[src/logic/rie_pkg.sv]
package rie_pkg;
  // instruction word layout
  localparam int INSN_W = 14;
  localparam int LIT_W = 8;
  localparam int PC_W = 13;
  localparam logic [1:0] RETLIT_TOP = 2'h3;
  localparam logic [1:0] RETLIT_NIB = 2'h1;
  localparam int RETLIT_TOP_POS = 12;
  localparam int RETLIT_NIB_POS = 10;
  localparam logic [13:0] RETURN_WORD = 14'h0008;
  // quarter phases per instruction cycle
  localparam int QPH_W = 2;
  localparam logic [1:0] QPH_Q1 = 2'h0;
  localparam logic [1:0] QPH_Q2 = 2'h1;
  localparam logic [1:0] QPH_Q4 = 2'h3;
  localparam logic [7:0] W_RST = 8'h00;
  localparam logic [12:0] PC_RST = 13'h0000;

  typedef enum logic [2:0] {
    RIE_IDLE = 3'h1,
    RIE_EXEC = 3'h2,
    RIE_WAIT = 3'h4
  } rie_state_t;
endpackage

[src/logic/rie_top.sv]
`timescale 1ns/10ps
module rie_top
  import rie_pkg::*;
(
  input wire logic clk_i,
  input wire logic arst_n_i,
  input wire logic insn_valid_i,
  input wire logic [13:0] insn_i,
  input wire logic [12:0] stack_top_entry_i,
  output logic [1:0] qph_o,
  output logic busy_o,
  output logic stack_pop_o,
  output logic pc_load_o,
  output logic [12:0] program_counter_o,
  output logic w_load_o,
  output logic [7:0] w_o,
  output logic status_we_o
);
  ////////////////////////////////////////////////////////////////////
  // reset release
  logic [1:0] rst_sync_r;
  logic rst_n;

  always_ff @(posedge clk_i or negedge arst_n_i) begin
    if (!arst_n_i) begin
      rst_sync_r <= 2'h0;
    end else begin
      rst_sync_r <= {rst_sync_r[0], 1'b1};
    end
  end
  assign rst_n = rst_sync_r[1];

  ////////////////////////////////////////////////////////////////////
  // quarter phase
  logic [1:0] qph;
  logic cyc_end;

  rie_qphase u_qph (
    .clk_i(clk_i),
    .rst_n_i(rst_n),
    .qph_o(qph),
    .cyc_end_o(cyc_end)
  );

  ////////////////////////////////////////////////////////////////////
  // decode
  logic is_retlit;
  logic is_ret;

  assign is_retlit = (insn_i[13:RETLIT_TOP_POS] == RETLIT_TOP)
                   && (insn_i[11:RETLIT_NIB_POS] == RETLIT_NIB);
  assign is_ret = (insn_i == RETURN_WORD);

  ////////////////////////////////////////////////////////////////////
  // state
  typedef struct packed {
    rie_state_t st;
    logic lit_op;
    logic [7:0] lit;
    logic [1:0] qph;
    logic busy;
    logic pop;
    logic pc_load;
    logic [12:0] pc;
    logic w_load;
    logic [7:0] w;
    logic status_we;
  } rie_regs_t;

  rie_regs_t s_r;
  rie_regs_t s_nxt;

  always_comb begin
    s_nxt = s_r;
    s_nxt.qph = qph;
    s_nxt.pop = 1'b0;
    s_nxt.pc_load = 1'b0;
    s_nxt.w_load = 1'b0;
    s_nxt.status_we = 1'b0;
    case (s_r.st)
      RIE_IDLE: begin
        s_nxt.busy = 1'b0;
        if (qph == QPH_Q1 && insn_valid_i && (is_retlit || is_ret)) begin
          s_nxt.st = RIE_EXEC;
          s_nxt.lit_op = is_retlit;
          s_nxt.busy = 1'b1;
        end
      end
      RIE_EXEC: begin
        if (qph == QPH_Q2 && s_r.lit_op) begin
          s_nxt.lit = insn_i[LIT_W-1:0];
        end
        if (qph == QPH_Q4) begin
          s_nxt.pop = 1'b1;
          s_nxt.pc_load = 1'b1;
          s_nxt.pc = stack_top_entry_i;
          if (s_r.lit_op) begin
            s_nxt.w_load = 1'b1;
            s_nxt.w = s_r.lit;
          end
          s_nxt.st = RIE_WAIT;
        end
      end
      RIE_WAIT: begin
        if (cyc_end) begin
          // busy covers q4 too, idle drops it
          s_nxt.st = RIE_IDLE;
        end
      end
      default: begin
        s_nxt.st = RIE_IDLE;
        s_nxt.busy = 1'b0;
      end
    endcase
  end

  always_ff @(posedge clk_i or negedge rst_n) begin
    if (!rst_n) begin
      s_r <= '{st: RIE_IDLE, lit_op: 1'b0, lit: W_RST, qph: QPH_Q1, busy: 1'b0,
               pop: 1'b0, pc_load: 1'b0, pc: PC_RST, w_load: 1'b0, w: W_RST,
               status_we: 1'b0};
    end else begin
      s_r <= s_nxt;
    end
  end

  assign qph_o = s_r.qph;
  assign busy_o = s_r.busy;
  assign stack_pop_o = s_r.pop;
  assign pc_load_o = s_r.pc_load;
  assign program_counter_o = s_r.pc;
  assign w_load_o = s_r.w_load;
  assign w_o = s_r.w;
  assign status_we_o = s_r.status_we;

  ////////////////////////////////////////////////////////////////////
  // checks
  a_pop_in_q4: assert property (@(posedge clk_i) disable iff (!rst_n)
    $rose(s_r.pop) |-> s_r.qph == QPH_Q4 && s_r.pc_load)
    else $error("pop not in q4 with pc load");

  a_pc_from_top: assert property (@(posedge clk_i) disable iff (!rst_n)
    (s_r.st == RIE_EXEC && qph == QPH_Q4) |=> s_r.pc == $past(stack_top_entry_i))
    else $error("program counter not from stack top");

  a_lit_to_w: assert property (@(posedge clk_i) disable iff (!rst_n)
    (s_r.st == RIE_EXEC && qph == QPH_Q2 && s_r.lit_op)
    |-> ##3 w_load_o && w_o == $past(insn_i[LIT_W-1:0], 3))
    else $error("literal not written to accumulator");

  a_ret_no_w: assert property (@(posedge clk_i) disable iff (!rst_n)
    (pc_load_o && !s_r.lit_op) |-> !w_load_o)
    else $error("plain return touched accumulator");

  a_two_cycles: assert property (@(posedge clk_i) disable iff (!rst_n)
    $rose(busy_o) |-> busy_o [*8] ##1 (!busy_o || s_r.st == RIE_EXEC))
    else $error("return not two cycles");

  a_idle_second: assert property (@(posedge clk_i) disable iff (!rst_n)
    (s_r.st == RIE_WAIT) |=> !stack_pop_o && !pc_load_o && !w_load_o && !status_we_o
    && $stable(w_o) && $stable(program_counter_o))
    else $error("activity in second cycle");

  a_lit_decode: assert property (@(posedge clk_i) disable iff (!rst_n)
    (s_r.st == RIE_IDLE && qph == QPH_Q1 && insn_valid_i && insn_i[13:10] == 4'hd)
    |=> s_r.st == RIE_EXEC && s_r.lit_op)
    else $error("literal return not decoded");

  a_ret_decode: assert property (@(posedge clk_i) disable iff (!rst_n)
    (s_r.st == RIE_IDLE && qph == QPH_Q1 && insn_valid_i && insn_i == 14'h0008)
    |=> s_r.st == RIE_EXEC && !s_r.lit_op)
    else $error("plain return not decoded");

  a_pop_one_pulse: assert property (@(posedge clk_i) disable iff (!rst_n)
    stack_pop_o |=> !stack_pop_o)
    else $error("pop longer than one phase");

  a_pop_with_pc: assert property (@(posedge clk_i) disable iff (!rst_n)
    pc_load_o |-> stack_pop_o)
    else $error("program counter load without pop");

  a_pop_after_take: assert property (@(posedge clk_i) disable iff (!rst_n)
    $rose(busy_o) |-> !stack_pop_o [*3] ##1 stack_pop_o)
    else $error("pop not at q4 of first cycle");

  a_w_load_pulse: assert property (@(posedge clk_i) disable iff (!rst_n)
    w_load_o |=> !w_load_o)
    else $error("accumulator load longer than one phase");

  a_w_only_lit: assert property (@(posedge clk_i) disable iff (!rst_n)
    w_load_o |-> pc_load_o && s_r.lit_op)
    else $error("accumulator load outside literal return");

  a_w_hold: assert property (@(posedge clk_i) disable iff (!rst_n)
    !w_load_o |-> $stable(w_o))
    else $error("accumulator changed without load");

  a_pc_hold: assert property (@(posedge clk_i) disable iff (!rst_n)
    !pc_load_o |-> $stable(program_counter_o))
    else $error("program counter changed without load");

  a_status_quiet: assert property (@(posedge clk_i) disable iff (!rst_n)
    !status_we_o)
    else $error("status write during return");

  a_phase_wrap: assert property (@(posedge clk_i) disable iff (!rst_n)
    s_r.qph == QPH_Q4 |=> s_r.qph == QPH_Q1)
    else $error("quarter phase did not wrap");

  a_exec_len: assert property (@(posedge clk_i) disable iff (!rst_n)
    $rose(busy_o) |-> (s_r.st == RIE_EXEC) [*3] ##1 (s_r.st == RIE_WAIT) [*4])
    else $error("cycle split of return wrong");
endmodule

[src/logic/rie_qphase.sv]
`timescale 1ns/10ps
// quarter phase counter: q1..q4 then wraps
module rie_qphase
  import rie_pkg::*;
(
  input wire logic clk_i,
  input wire logic rst_n_i,
  output logic [1:0] qph_o,
  output logic cyc_end_o
);
  typedef struct packed {
    logic [1:0] qph;
  } rie_qph_regs_t;

  rie_qph_regs_t s_r;
  rie_qph_regs_t s_nxt;

  always_comb begin
    s_nxt = s_r;
    s_nxt.qph = s_r.qph + 2'h1;
  end

  always_ff @(posedge clk_i or negedge rst_n_i) begin
    if (!rst_n_i) begin
      s_r <= '{qph: QPH_Q1};
    end else begin
      s_r <= s_nxt;
    end
  end

  assign qph_o = s_r.qph;
  assign cyc_end_o = (s_r.qph == QPH_Q4);
endmodule

[config.mk]
export PLATFORM = sky130hd
export DESIGN_NAME = rie_top
export DESIGN_NICKNAME = d
export VERILOG_FILES = /design/src/logic/rie_pkg.sv /design/src/logic/rie_top.sv /design/src/logic/rie_qphase.sv
export SDC_FILE = /design/constraint.sdc
export NUM_CORES = 1
export LEC_CHECK = 0
export ABC_CLOCK_PERIOD_IN_PS = 1470
export BUFFER_PORTS_ARGS = -buffer_cell sky130_fd_sc_hd__buf_4
export CORE_ASPECT_RATIO = 0.5
export CORE_MARGIN = 3
export CORE_UTILIZATION = 30
export CTS_CLUSTER_DIAMETER = 100
export DETAILED_ROUTE_END_ITERATION = 16
export RECOVER_POWER = 100
export SLEW_MARGIN = 20
export SYNTH_ARGS = -nofsm -noshare
export SYNTH_HDL_FRONTEND = slang
export SYNTH_HIERARCHICAL = 1
export SYNTH_SLANG_ARGS = --single-unit
export TNS_END_PERCENT = 50
[constraint.sdc]
create_clock -name clk_i -period 1.47 [get_ports clk_i]
set_input_delay 0.147 -clock clk_i [delete_from_list [all_inputs] [get_ports clk_i]]
set_output_delay 0.147 -clock clk_i [all_outputs]
set_load 0.02 [all_outputs]
---- Yosys cells after proc, flatten, opt, wreduce, memory -nomap -nowiden ----
Index checks and enable logic that the tools add are counted.
cells by class
  order comparisons ....................... 0
  add/subtract/negate cells ............... 1
  bitwise operators ....................... 0
  eq/ne operators ......................... 11
  div/mod/pow operators ................... 0
  multipliers ............................. 0
  shift operators ......................... 0
  reductions and logical operators ........ 12
  muxes and demuxes ....................... 9
operators with widths
  cell                                                                     number
  24-bit two-way mux                                                       2
  14-bit by 4-bit equality test with 1-bit output (second input constant)  1
  9-bit two-way mux                                                        1
  3-bit case mux with 3 select lines                                       1
  3-bit two-way mux                                                        2
  2-bit != test (second input constant)                                    3
  2-bit AND reduction                                                      3
  3-bit AND reduction                                                      2
  2-bit by 1-bit equality test with 1-bit output (second input constant)   2
  2-bit equality test (second input constant)                              2
  1-bit logical AND                                                        4
  4-bit two-way mux                                                        1
  3-bit by 1-bit equality test with 1-bit output (second input constant)   1
  3-bit by 2-bit equality test with 1-bit output (second input constant)   1
  3-bit equality test (second input constant)                              1
  2-bit by 1-bit adder with 2-bit output (second input constant)           1
  2-bit zero test                                                          1
  1-bit case mux with 2 select lines                                       1
  2-bit OR reduction                                                       1
  1-bit logical OR                                                         1
  1-bit two-way mux                                                        1
word-level totals
  register bits ........................... 43
  logic and storage cells ................. 45
  RAM bits ................................ 0
  input port bits ......................... 30
  output and inout port bits .............. 28
  bits in read-only memories .............. 0
  latch bits .............................. 0
  memories ................................ 0

---- Depth between registers and ports, before layout ----
Gate-level depths: netlist (run 1).
  depth in word-level cells ............... 6
  depth in mapped cells ................... 5
  depth with buffers taken out ............ 4

---- By module ----
Netlist (run 1), hierarchy kept.
by module, submodules not included
  module      seq. area each (um^2)  area an instance (um^2)  times used  cells each
  rie_top     1002.2                 1764.2                   1           129
  rie_qphase  50.0                   66.3                     1           4

---- Least setup slack after synthesis (run 1) ----
Ideal clock, no wire load.
  kind .................................... register to register
  start ................................... register s_r[37] (netlist name)
  end ..................................... register s_r[37] (netlist name)
  library setup time ...................... 0.080 ns
  stages on the path, launching flop included .. 4
  arrival time ............................ 1.506 ns
  setup slack ............................. -0.116 ns
  period minus slack after synthesis ...... 1.586 ns
  required time ........................... 1.390 ns
  cells stage by stage .................... dfstp_2 > or4b_4 > or3_4 > o221a_2
on the way
  cells in the longest elaborated chain, start to end .. 3
  elaborated cells on any way between the ends .. 8
RTL lines
  item                                                                          RTL line        text
  start, declared                                                               rie_top.sv:70   rie_regs_t s_r;
  start signal, assigned                                                        rie_top.sv:119  s_r <= '{st: RIE_IDLE, lit_op: 1'b0, lit: W_RST, qph: QPH_Q1, busy: 1'b0,
  start signal, assigned                                                        rie_top.sv:123  s_r <= s_nxt;
  3-bit by 1-bit equality test with 1-bit output, or another cell as far along  rie_top.sv:80   case (s_r.st)
  2-bit != test (no source line)                                                -
  3-bit AND reduction (no source line)                                          -
Parallel ways exist; a longest one is shown, timed or not.
A chain may end at the register's enable or synchronous reset.

---- Final worst setup path (run 1) ----
Same ends and word-level chain as after synthesis.

==> metrics, run 1 <==
post-synthesis cell type count=31; gr usage total=9.46%; number of antenna diodes=0; failing checks=negative setup slack; Syn. warnings=6; gr ovfl total=0; Skew-Pair Late Insertion Delay=0.28 ns; Reg clk slew, reported paths=0.06 ns; area leader, netlist=dfrtp_1; Post-DRT Antenna Nets=0; Placed Area=between 2000 and 2500 sq um; sequential-to-total area share from yosys stat=57.5%; vias in the first global route=approximately 1100; layout cell share with drive strength beyond 1=61.0%; router iterations before antenna repair=4; WP buf/inv=0; Final Hold Viols=0; critical-path cell list=or4b_4 -> or3_4 -> o221a_4; switching power=roughly 470 uW; die area=7130 sq um; top-count cell post-synth=dfrtp_1; Int Power=~2000 uW; Syn Nets=164; Switching Fraction=19.0%; Pwr per Cell Area=981 nW/um^2; Worst setup SP type=flip-flop; static leakage=around 0.0013 uW; FFs w/ async S/R, synth=100%; Tot Pwr=between 2000 and 2500 uW; Layout Nets=212; critical path class=flip-flop to flip-flop; Max Cap Viol=0; Initial DRC Count=33; Least-Margin Pin Slew=0.650 ns; Seq cells post-synth=42; DRC errors left=0; synthesized area=about 1800 sq um; Routed WL=3440 um; ys flop type=dfrtp_1; Max clock buf depth=2; area grow syn2layout=38.6%; Peak supply drop=0.465 mV; outcome=finished with violations; Initial Utilization=between 30% and 40%; Clk pwr share=49.0%; DP HPWL=2530 um; Placed Cells=roughly 240; max-slew violation count=0; setup violators final=25; minimum clock period=1.57 ns; RePlAce Congestion=between 0.8 and 0.9; Synth top area share=56.0%; first-pass GRT wire length=between 5000 and 6000 um; fmax=0.637 GHz; worst rel slew slack=between 50% and 60%; Hold WC Path Type=input port to flip-flop; chip width=116 um; crit share post-route=107%; Avg Synthesized Cell Area=between 10 and 15 sq um; Chip Height=61.2 um; unrepaired setup endpoints after global routing=true; CTS buffer count=5; Comb pwr share=4.0%; Post-synth EDFFs=0; root buf cell=clkbuf_16; input/output buffers=56; Worst path top cell family by delay=simple AND/OR/NAND/NOR gates; CP arrival=1.78 ns; FILL cells=529; crit-path max cell delay=0.54 ns; via count=1138; WP data required=1.68 ns; Critical Path Sink Type=flip-flop; Reg power frac=between 40% and 50%; Post-Syn Instances=around 130; core area=between 5000 and 6000 sq um; design area=approximately 2500 sq um; vias per inst=4.46; Fin Hold WS=0.0876 ns; CTS tree=built; CTS sink cnt=42; Max H-tree Level=2; largest net degree at the start of global routing=26; WL/cell=13.5 um; non-filler cells, final=255; crit-path max FO=4; Rows=19; Setup Skew=0.00368 ns; IO Count=58; initial antenna violation count=0; Synth top cells by count=41 x dfrtp_1, 26 x buf_4, 21 x mux2_2; PnR worst setup slack=-0.0988 ns; Slowest cell on crit path=dfstp_2; top cells by area, synth=dfrtp_1 56%, mux2_2 13%, buf_4 11%
==> metrics by stage <==
| step | util (%) | setup TNS (ns) | worst slack [ns] |
|---|---|---|---|
| 6_report | 44.7 | -1.08 | -0.0988 |
| 5_1_grt | 44.7 | -3.57 | -0.151 |
| 4_1_cts | 43.7 | -1.42 | -0.115 |
| 3_5_place_dp | 39.5 | -0.496 | -0.111 |
| 3_3_place_gp | 39.5 | -0.402 | -0.0917 |
| 2_1_floorplan | - | -0.211 | -0.0846 |
==> path summary, 6_finish.rpt <==
| check | from | end | slack, ns | cells after the start |
|---|---|---|---|---|
| setup / recovery | s_r[37] | s_r[37] | -0.1 | 3 |
| hold / removal | stack_top_entry_i[11] | program_counter_o[11] | 0.09 | 2 |
| setup reg to reg | s_r[37] | s_r[37] | -0.1 | 3 |
| hold reg to reg | rst_sync_r[1] | w_o[5] | 0.27 | 0 |
| max in group asynchronous | rst_sync_r[1] | s_r[39] | 0.64 | 1 |
| min in group asynchronous | arst_n_i | rst_sync_r[1] | 0.18 | 2 |
==> layout make-up <==
cell class	instances	area (sq um)	share of cell area (%)
inverter	4	15.0	0.592
tap	73	91.3	3.60
timing repair buffer	69	562	22.1
clock inverter	3	40.0	1.58
multi-input combinational	59	652	25.7
clock buffer	5	125	4.93
sequential	42	1050	41.5
==> cell families after synthesis <==
| family | Yosys count | share of synthesized area (%) |
|---|---|---|
| and+or+nand+nor | 19 | 8.13 |
| xor gates and xnor gates | 1 | 0.479 |
| adders and majority gates | 1 | 0.683 |
| DFF | 42 | 57.5 |
| AOI/OAI and AO/OA | 7 | 2.94 |
| buffers and inverters | 32 | 12.0 |
| muxes | 29 | 17.8 |
| other | 2 | 0.410 |
==> cells in the final DEF (no fill, tap or decap), types with 2 or more instances in the layout <==
master	instances
clkbuf_16	5
o211ai_1	3
nor4_1	2
mux2_2	11
clkinv_2	2
inv_1	4
buf_12	3
buf_4	62
nand2b_1	2
dfrtp_1	41
conb_1	2
buf_6	2
mux2_4	17
==> power by group through the flow <==
stage | sequential (uW) | combinational, uW | clock [uW]
5_1_grt | 1170 | 111 | 1300
4_1_cts | 1170 | 103 | 1260
2_1_floorplan | 1200 | 14.8 | 0
3_5_place_dp | 1190 | 98.8 | 0
6_report | 1170 | 100 | 1220
3_3_place_gp | 1190 | 95.7 | 0
==> layer usage <==
metal  wire (um)  global-route usage, %
met5           0                      0
met1        1580                   11.6
met3         131                   2.45
met2        1700                   16.8
met4          26                   2.98
==> flip-flops by register name (all words and copies together) (netlist names) <==
| register | flops |
|---|---|
| w_o | 8 |
| s_r | 12 |
| w_load_o | 1 |
| rst_sync_r | 2 |
| program_counter_o | 13 |
| qph_o | 2 |
| busy_o | 1 |
| pc_load_o | 1 |
| u_qph/qph_o | 2 |
==> repair_timing <==
item,4_1_cts,5_1_grt
endpoints found under the hold margin,2,0
hold buffers,1,0
buffers inserted,2,1
gates resized for setup,11,13
pin swaps,6,5
cloned,0,0
setup endpoints to repair,25,33
Note: power is estimated with default switching activity, not from simulation.
==> run 2, diff against run 1 <==
Settings changed: SYNTH_HIERARCHICAL 1 to not set.
==> run 2 against run 1 <==
  * The flow now finishes without violations
  * Sequential cell count did not move
  * Die area rose by 3.2%
  * Worst hold slack improved by 0.011 ns
  * First-iteration DRC count fell by 3.0%
  * Global-route usage rose by 0.29 points
  * Utilization fell by 4.4 points
  * Largest cell class unchanged
==> metrics, run 2 <==
PnR worst setup slack=0.0199 ns; root buf cell=clkbuf_16; vias in the first global route=around 1200; most common cell after layout, fill and taps aside=dfrtp_1; Critical Path Sink Type=flip-flop; Initial Utilization=between 30% and 40%; ys flop type=dfrtp_1; top-count cell post-synth=dfrtp_1; Setup TNS=0 ns; fmax=0.690 GHz; die area=7360 sq um; Post-Syn Instances=133; Synth top area share=54.2%; Avg Synthesized Cell Area=14.2 sq um; Least-Margin Pin Slew=about 0.62 ns; Slowest cell on crit path=dfrtp_1; Post-DRT Antenna Nets=0; design area=2320 sq um; Max clock buf depth=2; Chip Height=62.2 um; crit-path max FO=4; critical path class=flip-flop to flip-flop; Fin Hold WS=0.0987 ns; worst rel slew slack=58.7%; layout cell share with drive strength beyond 1=45.2%; router iterations before antenna repair=4; max FFs per register=13; core area=5780 sq um; Rows=19; unrepaired setup endpoints after global routing=true; gr usage total=9.75%; post-synthesis cell type count=32; synthesized area=1890 sq um; RePlAce Congestion=0.884; WL/cell=12.9 um; Reg clk slew, reported paths=about 0.060 ns; sequential-to-total area share from yosys stat=roughly 56%; minimum clock period=around 1.5 ns; CTS sink cnt=42; crit-path max cell delay=~0.41 ns; WP data required=1.68 ns; CTS tree=built; input/output buffers=56; Layout Nets=209; Syn Nets=166; Seq cells post-synth=42; static leakage=~0.0011 uW; Hold WC Path Type=input port to flip-flop; via count=1106; Syn. warnings=0; Worst setup SP type=flip-flop; gr ovfl total=0; area grow syn2layout=22.7%; post-CTS setup buffers=0; Post-synth EDFFs=0; IO Count=between 50 and 60; crit share post-route=between 90% and 100%; CP arrival=1.66 ns; critical-path cell list=ha_2 -> or3b_4 -> a21boi_0 -> o221a_2; outcome=completed; Tot Pwr=2370 uW; CTS buffer count=5; Synth top cells by count=41 x dfrtp_1, 25 x buf_4, 20 x mux2_2; most frequent cells in the layout=39 x dfrtp_1, 31 x buf_4, 29 x clkbuf_1; Final Hold Viols=0; Placed Area=2270 sq um; initial antenna violation count=0; first-pass GRT wire length=5720 um; setup violators final=0; max-slew violation count=0; FILL cells=567; Max Cap Viol=0; Skew-Pair Late Insertion Delay=~0.28 ns; area leader, netlist=dfrtp_1; Pwr per Cell Area=1020 nW/um^2; Setup Skew=0.00367 ns; FFs w/ async S/R, synth=100%; Routed WL=~3400 um; dpl ws=0.00255 ns; r2r setup slk=between 0.015 and 0.02 ns; Initial DRC Count=32; Max H-tree Level=2; DRC errors left=0; vias per inst=4.24; DP HPWL=2600 um; top cells by area, synth=dfrtp_1 54%, mux2_2 12%, buf_4 9.9%; Peak supply drop=0.411 mV; chip width=118 um; largest net degree at the start of global routing=27; number of antenna diodes=0
==> run 2: per-stage QoR <==
stage | util [%] | cells
after floorplan | - | 133
after global placement | 39.3 | 252
after detailed placement | 39.3 | 252
after CTS | 42.1 | 261
after global routing | 40.2 | 261
final | 40.2 | 261
==> run 2: timing repair <==
item                       CTS  global route
hold buffers                 1             0
resized for setup            1             5
hold endpoints to repair     2             0
setup endpoints to repair    9            23
==> run 2: final cells by class <==
cell class	count	area (sq um)	share of cell area, %
Clock inverter	1	5.00	0.215
Multi-Input combinational cell	59	628	27.0
Clock buffer	7	143	6.14
Tap cell	84	105	4.52
Inverter	5	18.8	0.808
Sequential cell	42	1050	45.4
Timing Repair Buffer	63	369	15.9
==> run 2: final timing paths <==
path	cells past startpoint	startpoint	endpoint
max in group asynchronous	1	rst_sync_r[1]	pc_load_o
worst min register to register	0	rst_sync_r[1]	w_o[3]
worst min-delay path	2	stack_top_entry_i[9]	program_counter_o[9]
worst max-delay path	4	u_qph.qph_o[0]	s_r[37]
min in group asynchronous	0	rst_sync_r[1]	w_o[3]
worst max register to register	4	u_qph.qph_o[0]	s_r[37]
==> run 2: power by group <==
group          switching [uW]  internal [uW]
sequential               12.8           1170
combinational            39.5           64.2
clock                     407            672
==> run 2: worst max-delay path: cells and delay by family, from the launching register on <==
family,cells,cell delay (ns)
simple gates,1,0.37
flops,1,0.41
compound gates,2,0.39
fa+ha+maj,1,0.21
==> run 2: logic make-up (layout without fill, tap and decap cells) <==
| kind of cell | Yosys count | count (layout) | synth area share, % |
|---|---|---|---|
| flops | 42 | 42 | 55.6 |
| fa+ha+maj | 3 | 3 | 1.98 |
| mux | 29 | 29 | 19.0 |
| xor+xnor | 1 | 1 | 0.463 |
| compound gates | 7 | 7 | 2.97 |
| simple gates | 17 | 17 | 7.01 |
| other cells | 2 | 2 | 0.397 |
| buf+inv | 32 | 76 | 12.6 |
==> run 2: layer usage <==
metal / global-route usage (%) / share of wire [%] / vias to the layer above / routed length [um]
met1: 11.8 / 45 / 559 / 1500
li1: - / - / 520 / -
met3: 3.63 / 4.5 / 5 / 151
met5: 0 / 0 / - / 0
met2: 15.8 / 50 / 22 / 1670
met4: 3.94 / 1.2 / 0 / 39
==> run 3, diff against run 2 <==
Settings changed: MAX_ROUTING_LAYER set to met4.
==> run 3 against run 2 <==
  * Setup slack is essentially flat
  * Cell count is the same
  * Power shrank 0.23%
  * Sequential cell count is the same
  * Clock skew grew 0.0012 ns
  * Combinational power is essentially flat
  * Critical path depth is the same
  * Die area is the same
  * Global-route usage grew 0.26 points
  * Count of clock-buffer cells in the layout is the same
  * Non-clock buffer count is the same
  * Register-to-register slack is essentially flat
==> metrics, run 3 (same netlist as run 2, synthesis figures left out) <==
outcome=completed; Final Hold Viols=0; Chip Height=62.2 um; Setup Skew=0.00492 ns; Max clock buf depth=2; crit-path max FO=4; first-pass GRT wire length=5710 um; gr ovfl total=0; non-filler cells, final=~260; Routed WL=3350 um; r2r setup slk=0.02 ns; vias per inst=4.21; core area=5780 sq um; area grow syn2layout=22.7%; RePlAce Congestion=0.899; Fin Hold WS=~0.1 ns; Worst setup SP type=flip-flop; Reg clk slew, reported paths=0.06 ns; die area=7360 sq um; Initial DRC Count=42; IO Count=58; WP data required=1.68 ns; Least-Margin Pin Slew=0.623 ns; final core utilization=40.2%; worst rel slew slack=58.5%; via count=1100; CTS tree=built; reg2reg end=s_r[37]; initial antenna violation count=0; critical path capture point=s_r[37]; Max Cap Viol=0; WL/cell=12.8 um; static leakage=0.00107 uW; Placed Cells=252; Hold WC Path Type=input port to flip-flop; largest net degree at the start of global routing=27; DRC errors left=0; Rows=19; CP arrival=1.66 ns; CTS sink cnt=42; unrepaired setup endpoints after global routing=true; max-slew violation count=0; R2R Path Start=u_qph.qph_o[0]; CP startpoint=u_qph.qph_o[0]; DP HPWL=roughly 2600 um; critical path class=flip-flop to flip-flop; input/output buffers=56; crit share post-route=98.6%; Peak supply drop=just over 0.4 mV; setup violators final=0; gr usage total=10.0%; cell count of the worst reg-to-reg path=4; Pwr per Cell Area=just over 1000 nW/um^2; CTS buffer count=5; Max H-tree Level=2; Post-DRT Antenna Nets=0; max FFs per register=13; root buf cell=clkbuf_16; fmax=0.690 GHz; minimum clock period=between 1 and 1.5 ns; FILL cells=567; most common cell after layout, fill and taps aside=dfrtp_1; Initial Utilization=32.8%; router iterations before antenna repair=4; layout cell share with drive strength beyond 1=45.2%; most frequent cells in the layout=39 x dfrtp_1, 31 x buf_4, 29 x clkbuf_1; Critical Path Sink Type=flip-flop; number of antenna diodes=0; Layout Nets=209; vias in the first global route=between 1000 and 1500; chip width=118 um; Skew-Pair Late Insertion Delay=0.28 ns
==> run 3: cell counts in the layout (fill, tap and decap cells not counted) <==
Identical to the previous run, type by type.
==> run 3: per-stage QoR <==
step	total power, uW	setup slack (ns)	cell area (sq um)	setup TNS, ns
after detailed placement	1320	0.00255	2270	0
after CTS	2410	0.00332	2430	0
after floorplan	1230	-0.0277	1890	-0.249
after global placement	1310	0.0263	2270	0
final	2360	0.0199	2320	0
after global routing	2470	-0.0569	2320	-0.381
==> run 3: power by group <==
| part | switching (uW) | leakage [uW] | total (uW) | internal (uW) |
|---|---|---|---|---|
| logic | 39.6 | 0.000455 | 104 | 64.2 |
| registers | 12.7 | 0.000544 | 1180 | 1170 |
| clock network | 402 | 0.0000739 | 1070 | 672 |
| total | 454 | 0.00107 | 2360 | 1910 |
==> run 3: how the worst min path moves through the flow <==
stage,to,slack (ns),cells past startpoint,from
4_1_cts,program_counter_o[9],0.09,2,stack_top_entry_i[9]
5_1_grt,program_counter_o[9],0.09,2,stack_top_entry_i[9]
6_report,program_counter_o[9],0.1,2,stack_top_entry_i[9]
2_1_floorplan,rst_sync_r[0],-0.15,0,arst_n_i
3_5_place_dp,rst_sync_r[0],-0.07,1,arst_n_i
3_3_place_gp,rst_sync_r[0],-0.07,1,arst_n_i
==> run 3: routing by layer <==
layer | global-route usage, % | wire [um] | vias up
met1 | 11.7 | 1500 | 555
li1 | - | - | 520
met2 | 16.0 | 1670 | 20
met5 | - | 0 | -
met3 | 3.45 | 132 | 5
met4 | 3.94 | 48 | 0
==> run 3: worst max-delay path, cell delays in order, from the launching register on <==
cell	delay, ns
dfrtp_1	0.41
ha_2	0.21
or3b_4	0.37
a21boi_0	0.14
o221a_2	0.25
==> run 3: area by class of cell <==
cell class	instances	area [sq um]	area share, %
flip-flops and latches	42	1050	45.4
repair buffers	63	369	15.9
clock inverters	1	5.00	0.215
multi-input cells	59	628	27.0
clock buffers	7	143	6.14
inverters	5	18.8	0.808
well taps	84	105	4.52
==> run 3: what timing repair did <==
action / 4_1_cts / 5_1_grt
buffers inserted: 0 / 0
setup endpoints to repair: 9 / 23
endpoints found under the hold margin: 2 / 0
hold buffers: 1 / 0
gates resized for setup: 1 / 5
gates cloned: 0 / 0
